**src/fpstat_map.svh**
```systemverilog
// Bit positions, reset values and encodings of the status register pair
`ifndef FPSTAT_MAP_SVH
`define FPSTAT_MAP_SVH

// Integer exception register, big-endian bit numbering mapped to [31-n]
`define IXR_SUMMARY_BIT 31
`define IXR_RANGE_BIT 30
`define IXR_WRAP_BIT 29
`define IXR_COUNT_LSB 0
`define IXR_COUNT_W 7
`define IXR_RESET 32'h0000_0000

// float status flags, architectural bit n sits at [31-n]
`define FSC_ANY 31
`define FSC_ENABLED 30
`define FSC_INVALID 29
`define FSC_OVF 28
`define FSC_UNF 27
`define FSC_ZDIV 26
`define FSC_INEXACT 25
`define FSC_SNAN 24
`define FSC_ISI 23
`define FSC_IDI 22
`define FSC_ZDZ 21
`define FSC_IMZ 20
`define FSC_VC 19
`define FSC_BUMPED 18
`define FSC_FRAC_INEXACT 17
`define FSC_CLASS_MSB 16
`define FSC_CLASS_LSB 12
`define FSC_SOFT 10
`define FSC_SQRT 9
`define FSC_CVI 8
`define FSC_VE 7
`define FSC_OE 6
`define FSC_UE 5
`define FSC_ZE 4
`define FSC_XE 3
`define FSC_NI 2
`define FSC_RN_MSB 1
`define FSC_RN_LSB 0
`define FSC_RESET 32'h0000_0000
// Bits carrying exception events (sticky) and the invalid-operation subset
`define FSC_STICKY_MASK 32'hfff8_0700
`define FSC_EXC_MASK 32'h1ff8_0700
`define FSC_INV_MASK 32'h01f8_0700
// Bits that events are allowed to set (software-request excluded)
`define FSC_EVENT_MASK 32'h1ff8_0300
`define FSC_WRITABLE 32'h9fff_f7ff

// Result class codes: class bit then less, greater, equal, unordered
`define RC_QNAN 5'h11
`define RC_NEG_INF 5'h09
`define RC_NEG_NORM 5'h08
`define RC_NEG_DENORM 5'h18
`define RC_NEG_ZERO 5'h12
`define RC_POS_ZERO 5'h02
`define RC_POS_DENORM 5'h14
`define RC_POS_NORM 5'h04
`define RC_POS_INF 5'h05

`endif

```
**src/fpstat_pkg.sv**
```systemverilog
// Types shared by the status and float register blocks
package fpstat_pkg;

    typedef enum logic [1:0] {
        RND_NEAREST,
        RND_ZERO,
        RND_PLUS_INF,
        RND_MINUS_INF
    } round_select_t;

    typedef enum logic [3:0] {
        IOP_NONE,
        IOP_ADD_OVF,
        IOP_MUL_DIV,
        IOP_CARRY_ADD,
        IOP_SHIFT_ARITH,
        IOP_MOVE_TO,
        IOP_COPY_TO_CR,
        IOP_STRING_COUNT
    } int_op_t;

    typedef enum logic [3:0] {
        FOP_NONE,
        FOP_ARITH,
        FOP_COMPARE,
        FOP_STATUS_COPY,
        FOP_FIELD_WRITE,
        FOP_IMM_FIELD_WRITE,
        FOP_BIT_CLEAR,
        FOP_BIT_SET
    } fp_op_t;

    // Integer completion report
    typedef struct packed {
        logic valid;
        int_op_t op;
        logic range_fault;
        logic wrap_out;
        logic [31:0] move_data;
    } int_report_t;

    // Float completion report; events use the status register bit layout
    typedef struct packed {
        logic valid;
        fp_op_t op;
        logic [31:0] events;
        logic affects_fi;
        logic fraction_inexact;
        logic mantissa_bumped;
        logic set_class;
        logic [4:0] result_class;
        logic [31:0] write_data;
        logic [31:0] write_mask;
        logic [4:0] bit_index;
        logic [2:0] copy_field;
        logic record;
    } fp_report_t;

    // Register file write port with unrounded operand
    typedef struct packed {
        logic valid;
        logic [4:0] index;
        logic single;
        logic sign;
        logic [11:0] exp;
        logic [55:0] mant;
    } fp_write_t;

    typedef struct packed {
        logic [3:0] cr_field;
        logic cr_valid;
    } cr_out_t;

endpackage

```
**src/fp_rounder.sv**
```systemverilog
// Rounds a wide intermediate to single or double and packs as double
`timescale 1ns/1ps
`default_nettype none
module fp_rounder (
    input wire logic sign, // Sign of the intermediate
    input wire logic [11:0] exp, // Biased double exponent, 0 for denormal
    input wire logic [55:0] mant, // Hidden bit, 52 fraction, 3 guard bits
    input wire logic single, // Round to single precision
    input wire fpstat_pkg::round_select_t mode, // Rounding mode
    input wire logic flush, // Produce signed zero for denormals
    output logic [63:0] result, // Double format result
    output logic inexact, // Rounding lost bits
    output logic bumped // Fraction was incremented
);
    import fpstat_pkg::*;
    logic [55:0] kept;
    logic [55:0] lost;
    logic [56:0] sum;
    logic up;
    logic half;
    logic above;
    logic lsb;
    always_comb
    begin
        kept = single ? {mant[55:32], 32'h0} : {mant[55:3], 3'h0};
        lost = mant & ~kept;
        inexact = |lost;
        half = single ? mant[31] : mant[2];
        above = single ? |mant[30:0] : |mant[1:0];
        lsb = single ? mant[32] : mant[3];
        case (mode)
            RND_NEAREST: up = half & (above | lsb);
            RND_ZERO: up = 1'b0;
            RND_PLUS_INF: up = inexact & ~sign;
            RND_MINUS_INF: up = inexact & sign;
            default: up = 1'b0;
        endcase
        sum = {1'b0, kept} + (up ? (single ? 57'h1_0000_0000 : 57'h8) : 57'h0);
        bumped = up;
        if (flush && exp == 12'h0)
        begin
            result = {sign, 63'h0};
            inexact = 1'b0;
            bumped = 1'b0;
        end
        else if (sum[56])
            result = {sign, exp[10:0] + 11'h1, sum[55:4]};
        else
            result = {sign, exp[10:0], sum[54:3]};
    end
endmodule // fp_rounder
`default_nettype wire

```
**src/fp_reg_bank.sv**
```systemverilog
// Thirty-two double-format float registers
`timescale 1ns/1ps
`default_nettype none
module fp_reg_bank #(
    parameter int COUNT = 32,
    parameter int WIDTH = 64
) (
    input wire logic clk, // Core clock
    input wire logic rstn, // Asynchronous reset, active low
    input wire logic wr_en, // Write strobe
    input wire logic [4:0] wr_index, // Register written
    input wire logic [WIDTH-1:0] wr_data, // Double format value
    input wire logic [4:0] rd_index, // Register read
    output logic [WIDTH-1:0] rd_data // Registered read value
);
    typedef struct packed {
        logic [COUNT-1:0][WIDTH-1:0] float_regs;
        logic [WIDTH-1:0] rd;
    } bank_t;
    bank_t state_reg;
    bank_t state_next;
    if (COUNT != 32 || WIDTH != 64)
    begin : g_bad_size
        $error("fp_reg_bank serves only 32 registers of 64 bits");
    end
    always_comb
    begin
        state_next = state_reg;
        for (int i = 0; i < COUNT; i++)
        begin
            if (wr_en && wr_index == 5'(i))
                state_next.float_regs[i] = wr_data;
        end
        state_next.rd = state_reg.float_regs[rd_index];
    end
    always_ff @(posedge clk or negedge rstn)
    begin
        if (!rstn)
            state_reg <= '0;
        else
            state_reg <= state_next;
    end
    assign rd_data = state_reg.rd;
endmodule // fp_reg_bank
`default_nettype wire

```
**src/fp_status_core.sv**
```systemverilog
// Float registers, integer exception register and float status register
// What this block does
// - Thirty-two 64-bit float registers, read as double precision.
// - Round inexact results to target precision, store as double.
// - Summary overflow sets with overflow; cleared by move-to or copy-to-CR.
// - Move-to with summary 0 and overflow 1 leaves exactly that.
// - Add/subtract/negate with enable: overflow is msb carry mismatch.
// - Multiply-low/divide with enable: overflow when result unrepresentable.
// - Carrying and extended adds set carry from msb; others leave it.
// - Arithmetic right shift sets carry when ones leave negative operand.
// - Bits 25-31 hold string byte count; bits 3-24 reserved.
// - Status bits 0-23, control 24-31; status written at completion.
// - Exception bits sticky; cleared only by the status move instructions.
// - Any 0-to-1 exception sets summary bit, except field-write moves.
// - Enabled summary and invalid summary are ORs, not writable.
// - Individual sticky flags kept at their documented bit positions.
// - Inexact sticky ORs in new fraction-inexact when instruction affects it.
// - Bits 13 and 14 non-sticky: fraction bumped, fraction inexact.
// - Bits 15-19 class plus condition code; compares set one bit.
// - Result class codes follow the fixed nine-entry table.
// - Software-request invalid changes only through status move instructions.
// - Bits 24-28 are trap enables masking exceptions into enabled summary.
// - Two-bit rounding control selects nearest, zero, plus, minus.
// - Non-IEEE mode turns denormal results into signed zero.
// - Recording float instructions copy four summary flags to CR bits 4-7.
`include "fpstat_map.svh"
`timescale 1ns/1ps
`default_nettype none
module fp_status_core (
    input wire logic clk, // Core clock, 100 MHz
    input wire logic rstn, // Asynchronous reset, active low
    input wire fpstat_pkg::int_report_t int_rpt, // Integer unit completion
    input wire fpstat_pkg::fp_report_t fp_rpt, // Float unit completion
    input wire fpstat_pkg::fp_write_t fp_wr, // Float register write, unrounded
    input wire logic [4:0] fp_rd_index, // Float register read select
    input wire logic [3:0] ixr_cr_sel, // Unused, no bit is read; tie off
    output logic [63:0] fp_rd_data, // Float register read data
    output logic [31:0] integer_exception_register, // Integer exception register
    output logic [31:0] float_status_control, // Float status and control
    output fpstat_pkg::cr_out_t cr_int, // Field copied by copy-to-CR
    output fpstat_pkg::cr_out_t cr_fp, // Float record or status copy field
    output fpstat_pkg::round_select_t round_select, // Active rounding mode
    output logic denormal_flush_mode // Non-IEEE mode
);
    import fpstat_pkg::*;

    typedef struct packed {
        logic [31:0] ixr;
        logic [31:0] fsc;
        cr_out_t cri;
        cr_out_t crf;
        logic [31:0] ixr_out;
        logic [31:0] fsc_out;
        logic [1:0] rn_out;
        logic ni_out;
    } core_t;

    core_t state_reg;
    core_t state_next;
    logic [63:0] rounded;
    logic round_inexact;
    logic round_bumped;
    logic [31:0] fsc_tmp;
    logic [31:0] prev;
    logic [31:0] ixr_tmp;
    logic any_rise;

    fp_rounder u_round (
        .sign(fp_wr.sign),
        .exp(fp_wr.exp),
        .mant(fp_wr.mant),
        .single(fp_wr.single),
        .mode(round_select_t'(state_reg.fsc[`FSC_RN_MSB:`FSC_RN_LSB])),
        .flush(state_reg.fsc[`FSC_NI]),
        .result(rounded),
        .inexact(round_inexact),
        .bumped(round_bumped)
    );

    fp_reg_bank #(
        .COUNT(32),
        .WIDTH(64)
    ) u_bank (
        .clk(clk),
        .rstn(rstn),
        .wr_en(fp_wr.valid),
        .wr_index(fp_wr.index),
        .wr_data(rounded),
        .rd_index(fp_rd_index),
        .rd_data(fp_rd_data)
    );

    // Recompute both summaries from stored flags and enables
    function automatic logic [31:0] summarize(input logic [31:0] v);
        logic [4:0] en;
        logic [4:0] ex;
        logic [31:0] r;
        en = v[`FSC_VE:`FSC_XE];
        ex = {v[`FSC_INVALID], v[`FSC_OVF], v[`FSC_UNF], v[`FSC_ZDIV], v[`FSC_INEXACT]};
        r = v;
        // invalid summary is the OR of invalid flags
        r[`FSC_INVALID] = |(v & `FSC_INV_MASK);
        ex[4] = r[`FSC_INVALID];
        // enables mask exceptions into enabled summary
        r[`FSC_ENABLED] = |(ex & en);
        r[11] = 1'b0;
        return r;
    endfunction

    always_comb
    begin
        state_next = state_reg;
        state_next.cri.cr_valid = 1'b0;
        state_next.crf.cr_valid = 1'b0;
        ixr_tmp = state_reg.ixr;
        fsc_tmp = state_reg.fsc;
        prev = state_reg.fsc;
        any_rise = 1'b0;

        if (int_rpt.valid)
        begin
            case (int_rpt.op)
                IOP_ADD_OVF, IOP_MUL_DIV:
                begin
                    ixr_tmp[`IXR_RANGE_BIT] = int_rpt.range_fault;
                    if (int_rpt.range_fault)
                        ixr_tmp[`IXR_SUMMARY_BIT] = 1'b1;
                    if (int_rpt.op == IOP_ADD_OVF && int_rpt.move_data[0])
                        ixr_tmp[`IXR_WRAP_BIT] = int_rpt.wrap_out;
                end
                IOP_CARRY_ADD: ixr_tmp[`IXR_WRAP_BIT] = int_rpt.wrap_out;
                IOP_SHIFT_ARITH: ixr_tmp[`IXR_WRAP_BIT] = int_rpt.wrap_out;
                IOP_MOVE_TO:
                begin
                    // move-to stores summary and overflow as given
                    ixr_tmp = int_rpt.move_data;
                    ixr_tmp[28:`IXR_COUNT_W] = '0;
                end
                IOP_COPY_TO_CR:
                begin
                    // copy-to-CR clears the flags it copies
                    state_next.cri.cr_field = {ixr_tmp[31:29], 1'b0};
                    state_next.cri.cr_valid = 1'b1;
                    ixr_tmp[31:29] = 3'h0;
                end
                IOP_STRING_COUNT:
                    ixr_tmp[`IXR_COUNT_W-1:0] = int_rpt.move_data[`IXR_COUNT_W-1:0];
                default: ixr_tmp = state_reg.ixr;
            endcase
        end

        // status bits change at completion reports and at float register writes
        if (fp_rpt.valid)
        begin
            case (fp_rpt.op)
                FOP_ARITH, FOP_COMPARE:
                begin
                    // events cannot touch the software-request flag
                    fsc_tmp = prev | (fp_rpt.events & `FSC_EVENT_MASK);
                    if (fp_rpt.affects_fi)
                    begin
                        fsc_tmp[`FSC_FRAC_INEXACT] = fp_rpt.fraction_inexact;
                        fsc_tmp[`FSC_BUMPED] = fp_rpt.mantissa_bumped;
                        fsc_tmp[`FSC_INEXACT] = prev[`FSC_INEXACT] | fp_rpt.fraction_inexact;
                    end
                    if (fp_rpt.op == FOP_COMPARE)
                    begin
                        // compares copy result_class[3:0] into the four condition bits, class bit kept
                        fsc_tmp[`FSC_CLASS_MSB-1:`FSC_CLASS_LSB] =
                            fp_rpt.result_class[3:0];
                    end
                    else if (fp_rpt.set_class)
                    begin
                        // class code as produced by the unit
                        fsc_tmp[`FSC_CLASS_MSB:`FSC_CLASS_LSB] = fp_rpt.result_class;
                    end
                    any_rise = |(fsc_tmp & ~prev & `FSC_EXC_MASK);
                    if (any_rise)
                        fsc_tmp[`FSC_ANY] = 1'b1;
                end
                FOP_STATUS_COPY:
                begin
                    // copy clears the exception bits of the field
                    state_next.crf.cr_field = 4'(prev >> (5'd28 - {fp_rpt.copy_field, 2'b0}));
                    state_next.crf.cr_valid = 1'b1;
                    fsc_tmp = prev & ~(((32'hf << 28) >> {fp_rpt.copy_field, 2'b0})
                        & `FSC_STICKY_MASK);
                end
                FOP_FIELD_WRITE, FOP_IMM_FIELD_WRITE:
                    fsc_tmp = (prev & ~(fp_rpt.write_mask & `FSC_WRITABLE))
                        | (fp_rpt.write_data & fp_rpt.write_mask & `FSC_WRITABLE);
                FOP_BIT_CLEAR:
                    fsc_tmp[5'd31 - fp_rpt.bit_index] = 1'b0;
                FOP_BIT_SET:
                begin
                    fsc_tmp[5'd31 - fp_rpt.bit_index] = 1'b1;
                    if (|(fsc_tmp & ~prev & `FSC_EXC_MASK))
                        fsc_tmp[`FSC_ANY] = 1'b1;
                end
                default: fsc_tmp = prev;
            endcase
            fsc_tmp = summarize(fsc_tmp);
            if (fp_rpt.record && fp_rpt.op != FOP_STATUS_COPY)
            begin
                state_next.crf.cr_field = fsc_tmp[31:28];
                state_next.crf.cr_valid = 1'b1;
            end
        end

        // inexact flags from the bank write
        if (fp_wr.valid && !(fp_rpt.valid && fp_rpt.affects_fi))
        begin
            fsc_tmp[`FSC_FRAC_INEXACT] = round_inexact;
            fsc_tmp[`FSC_BUMPED] = round_bumped;
            if (round_inexact && !prev[`FSC_INEXACT])
                fsc_tmp[`FSC_ANY] = 1'b1;
            fsc_tmp[`FSC_INEXACT] = fsc_tmp[`FSC_INEXACT] | round_inexact;
            fsc_tmp = summarize(fsc_tmp);
        end

        state_next.ixr = ixr_tmp;
        state_next.fsc = fsc_tmp;
        state_next.ixr_out = ixr_tmp;
        state_next.fsc_out = fsc_tmp;
        state_next.rn_out = fsc_tmp[`FSC_RN_MSB:`FSC_RN_LSB];
        state_next.ni_out = fsc_tmp[`FSC_NI];
    end

    always_ff @(posedge clk or negedge rstn)
    begin
        if (!rstn)
        begin
            state_reg <= '0;
            state_reg.ixr <= `IXR_RESET;
            state_reg.fsc <= `FSC_RESET;
        end
        else
            state_reg <= state_next;
    end

    assign integer_exception_register = state_reg.ixr_out;
    assign float_status_control = state_reg.fsc_out;
    assign cr_int = state_reg.cri;
    assign cr_fp = state_reg.crf;
    assign round_select = round_select_t'(state_reg.rn_out);
    assign denormal_flush_mode = state_reg.ni_out;
endmodule // fp_status_core
`default_nettype wire

```
**config.mk**
```make
export PLATFORM = sky130hd
export DESIGN_NAME = fp_status_core
export DESIGN_NICKNAME = d
export VERILOG_FILES = /design/src/fpstat_pkg.sv /design/src/fp_rounder.sv /design/src/fp_reg_bank.sv /design/src/fp_status_core.sv
export VERILOG_INCLUDE_DIRS = /design/src
export SDC_FILE = /design/constraint.sdc
export NUM_CORES = 2
export LEC_CHECK = 0
export ABC_AREA = 0
export ABC_CLOCK_PERIOD_IN_PS = 4100
export CORE_ASPECT_RATIO = 1.75
export CORE_MARGIN = 2
export CORE_UTILIZATION = 35
export CTS_BUF_LIST = sky130_fd_sc_hd__clkbuf_4 sky130_fd_sc_hd__clkbuf_8
export DETAILED_ROUTE_END_ITERATION = 12
export DONT_BUFFER_PORTS = 1
export MAX_ROUTING_LAYER = met4
export SLEW_MARGIN = 20
export SYNTH_ARGS = -nofsm -noshare
export SYNTH_HDL_FRONTEND = slang
export SYNTH_SLANG_ARGS = --single-unit
```
**constraint.sdc**
```tcl
create_clock -name clk -period 4.1 [get_ports clk]
set_clock_uncertainty 0.05 [all_clocks]
set_input_delay 0.615 -clock clk [delete_from_list [all_inputs] [get_ports clk]]
set_output_delay 0.615 -clock clk [all_outputs]
set_load 0.01 [all_outputs]
```
==> impl_metrics.json <==
{
  "ff2ff_path_depth": 18,
  "ios": 386,
  "clockRootBuffer": "clkbuf_8",
  "cts_made_buffers": 328,
  "max_slew_margin_pct": 29.3,
  "grt_max_degree": 513,
  "vdd.ir_drop.worst_uv": 296,
  "die_h_um": 701,
  "grtUsageTotal_pct": 23.9,
  "synthArstFlopShare_pct": 100,
  "dpl_cell_area_um2": 102000,
  "netlist_area_um2": 97200,
  "nNetsFinal": 8957,
  "max_clock_freq_ghz": 0.241,
  "violations": "negative setup slack",
  "stdcell_area_um2": 113000,
  "cp_max_fo": 32,
  "r2r_slack_ns": -0.05,
  "grt_pass1_wl_um": 487000,
  "instances_no_fill": 12600,
  "numPlacedInstances": 11789,
  "total_leakage_power_nw": 50.1,
  "cap_violations": 0,
  "clk_pin_slew_ns": 0.07,
  "die-area_um2": 282000,
  "antenna_found_initial": 27,
  "area_growth_pct": 16.6,
  "routabilityCongestion": 0.968,
  "yosysSeqAreaShare_pct": 55.7,
  "fillers": 25934,
  "floorplan.initialDensity_pct": 35.1,
  "antenna_left": 0,
  "grt_pass1_vias": 72691,
  "ys_warn_count": 0,
  "r2r-start": "round_select[0]",
  "setup.worst_path.end": "u_bank.state_reg[783]",
  "synth_ff_type": "dfrtp_1",
  "crit_path_start": "round_select[0]",
  "highest_layer": "met4",
  "setup_violations": 28,
  "status": "finished, violations left",
  "synth_edf_count": 0,
  "tightest_slew_ns": 1.05,
  "avgSynthCellArea_um2": 11.1,
  "cts_tree": "built",
  "largest_reg_flops": 2048,
  "drc_errors": 0,
  "yosys.cell_types.count": 90,
  "coreArea_um2": 277000,
  "clockBufferDepth": 4,
  "wl_met1_um": 125000,
  "hp-class": "in -> reg",
  "io_buffers": 0,
  "critPathArrivalTime_ns": 5.00,
  "grt_setup_unrepaired": "yes",
  "rows": 256,
  "fin_tns_setup_ns": -0.628,
  "power_density_nw_per_um2": 479,
  "finalHoldViolations": 0,
  "report.final.slew_viol_count": 0,
  "viasPerCell": 5.62,
  "crit_required_ns": 4.95,
  "synthCells": 8761,
  "postLayoutSetupSlackWorst_ns": -0.0487,
  "fin_crit_ns": 4.15,
  "wl_met3_um": 28700,
  "critPathKind": "reg -> reg",
  "end_kind": "flip-flop",
  "drtIter0Drc": 6336,
  "clkLatencyLatePin_ns": 1.05,
  "final_util_pct": 40.9,
  "avgRoutedWirePerCell_um": 26.4,
  "htreeDepth": 5,
  "reg2reg_to": "u_bank.state_reg[783]",
  "drtPass1Iterations": 6,
  "wl_met2_um": 162000,
  "globalRouteOverflowTotal": 0,
  "drive_gt1_share_pct": 23.0,
  "hpwl_um": 185000,
  "vias": 70839,
  "cts.sink_count": 2162,
  "period_share_pct": 101,
  "die_w_um": 402,
  "synth.ff_latch_count": 2162,
  "cp-start-kind": "flip-flop",
  "wl_um": 332000
}
-- final cells by class --
cell class / instances / area, um2 / share of cell area (%)
sequential: 2162 / 54100 / 47.8
multi-input combinational: 5681 / 40600 / 35.9
timing repair buffer: 512 / 6860 / 6.05
clock buffer: 512 / 6500 / 5.73
tap: 3612 / 4520 / 3.99
clock inverter: 58 / 504 / 0.445
antenna: 41 / 103 / 0.0906
inverter: 22 / 82.6 / 0.0729
-- per-stage QoR --
step | setup WS, ns | hold WS, ns | power, W
after detailed placement | -1.50 | 0.414 | 0.0345
after global routing | -0.0859 | -0.000284 | 0.0567
final | -0.0487 | 0.0125 | 0.0542
after floorplan | -0.0922 | 0.269 | 0.0321
after CTS | -0.142 | -0.0386 | 0.0543
after global placement | -1.55 | 0.396 | 0.0339
-- routing by layer --
layer	vias to the layer above	GRT usage [%]
met4	0	10.7
met1	36313	28.6
met2	3069	38.7
li1	30637	-
met5	-	-
met3	820	5.42
-- cells in the mapped netlist, drive strengths merged, types with 4 or more instances --
cell	number	area share [%]
nor2	144	0.56
a21oi	62	0.32
ha	5	0.064
nor3	34	0.21
buf	171	1.1
nand2	2132	8.2
a21o	6	0.046
o21ai	2067	11
or4	5	0.039
o21a	10	0.077
a22o	11	0.099
clkbuf	749	3.0
mux4	647	15
and2	8	0.052
o211ai	24	0.22
inv	22	0.085
o221ai	6	0.054
a211oi	4	0.031
nor3b	15	0.13
a221oi	4	0.036
nor2b	24	0.16
a21boi	8	0.066
o22ai	6	0.039
or2	7	0.045
xor2	28	0.25
nand2b	19	0.12
nand4	15	0.13
a31oi	14	0.10
o22a	6	0.054
or3b	5	0.045
nand3	36	0.19
dfrtp	2162	56
mux2	115	1.3
nand3b	6	0.046
a22oi	8	0.062
mux2i	20	0.21
nor4	18	0.15
and3	18	0.12
and4	5	0.045
xnor2	30	0.28
a32oi	8	0.072
a32o	30	0.31
-- kinds of logic after synthesis --
| logic type | Yosys count | share of synthesized area, % |
|---|---|---|
| AND/OR/NAND/NOR | 2508 | 10.4 |
| other | 1 | 0.00386 |
| flip-flops | 2162 | 55.7 |
| adder cells (fa/ha/maj) | 6 | 0.0747 |
| buffers and inverters | 942 | 4.18 |
| multiplexers | 782 | 16.5 |
| AO/OA/AOI/OAI | 2302 | 12.6 |
| XOR/XNOR | 58 | 0.530 |
-- worst max-delay path, stage by stage, from the launching register on --
cell and delay [ns]:
dfrtp_2 0.46, a21oi_4 0.15, o41ai_4 0.12, nor3_2 0.23, a31oi_4 0.09, nor2_2 0.12
ha_2 0.21, buf_4 0.12, ha_4 0.13, and3_4 0.19, nand3_4 0.12, buf_4 0.23
nor2_2 0.34, nand4_1 0.29, buf_4 0.22, o211ai_1 0.29, o211ai_1 0.21, buf_12 0.23
o21ai_0 0.17
-- timing repair --
item                                    4_1_cts  5_1_grt
hold buffers                                105        2
cloned                                       24       16
endpoints found under the setup margin     2005     1800
hold endpoints to repair                    506        9
pin swaps                                    56       69
resized for setup                           301      306
buffers inserted                             35       17
-- cell usage in the layout (no fill, tap or decap), types with 9 or more instances in the layout --
master,synthesis,layout
dfrtp_1,2162,2161
nand2_1,2132,2086
o21ai_0,1922,1325
mux4_2,647,647
o21ai_1,124,569
clkbuf_8,0,424
buf_4,92,203
o21ai_2,21,169
buf_12,0,139
nor2_1,143,137
mux2_2,111,109
dlygate4sd3_1,0,101
clkbuf_4,0,88
a21oi_1,62,59
diode_2,0,41
nand2_4,0,35
clkinv_2,0,32
nand3_1,36,30
a32o_1,30,30
buf_16,0,29
nor3_1,31,26
xnor2_1,29,24
conb_1,1,24
inv_1,22,22
nor2b_1,21,21
xor2_1,28,21
mux2i_1,20,20
nand2b_1,19,19
o211ai_1,18,18
and3_1,18,17
buf_6,12,16
nor4_1,16,15
clkbuf_16,0,14
nand4_1,13,13
a22o_1,11,11
a31oi_1,12,11
clkinvlp_4,0,11
nor3b_1,14,9
o21a_1,10,9
-- where the power goes --
| group | internal [W] | switching [W] |
|---|---|---|
| clock network | 0.0105 | 0.00881 |
| logic | 0.00406 | 0.00398 |
| registers | 0.0248 | 0.00212 |
| total | 0.0393 | 0.0149 |
-- how the worst min path moves through the flow --
stage               slack [ns]  cells past startpoint                   start                      to
floorplan                 0.27                      0                    rstn                cr_fp[0]
global placement          0.40                      2  u_bank.state_reg[1045]  u_bank.state_reg[1045]
finish                    0.01                      2          fp_rd_index[2]      u_bank.rd_data[61]
CTS                      -0.04                      4               fp_wr[66]  u_bank.state_reg[1278]
global route           -0.0003                      2          fp_rd_index[2]      u_bank.rd_data[61]
detailed placement        0.41                      2   u_bank.state_reg[533]   u_bank.state_reg[533]
No activity file was read; power rests on OpenSTA's default activity.
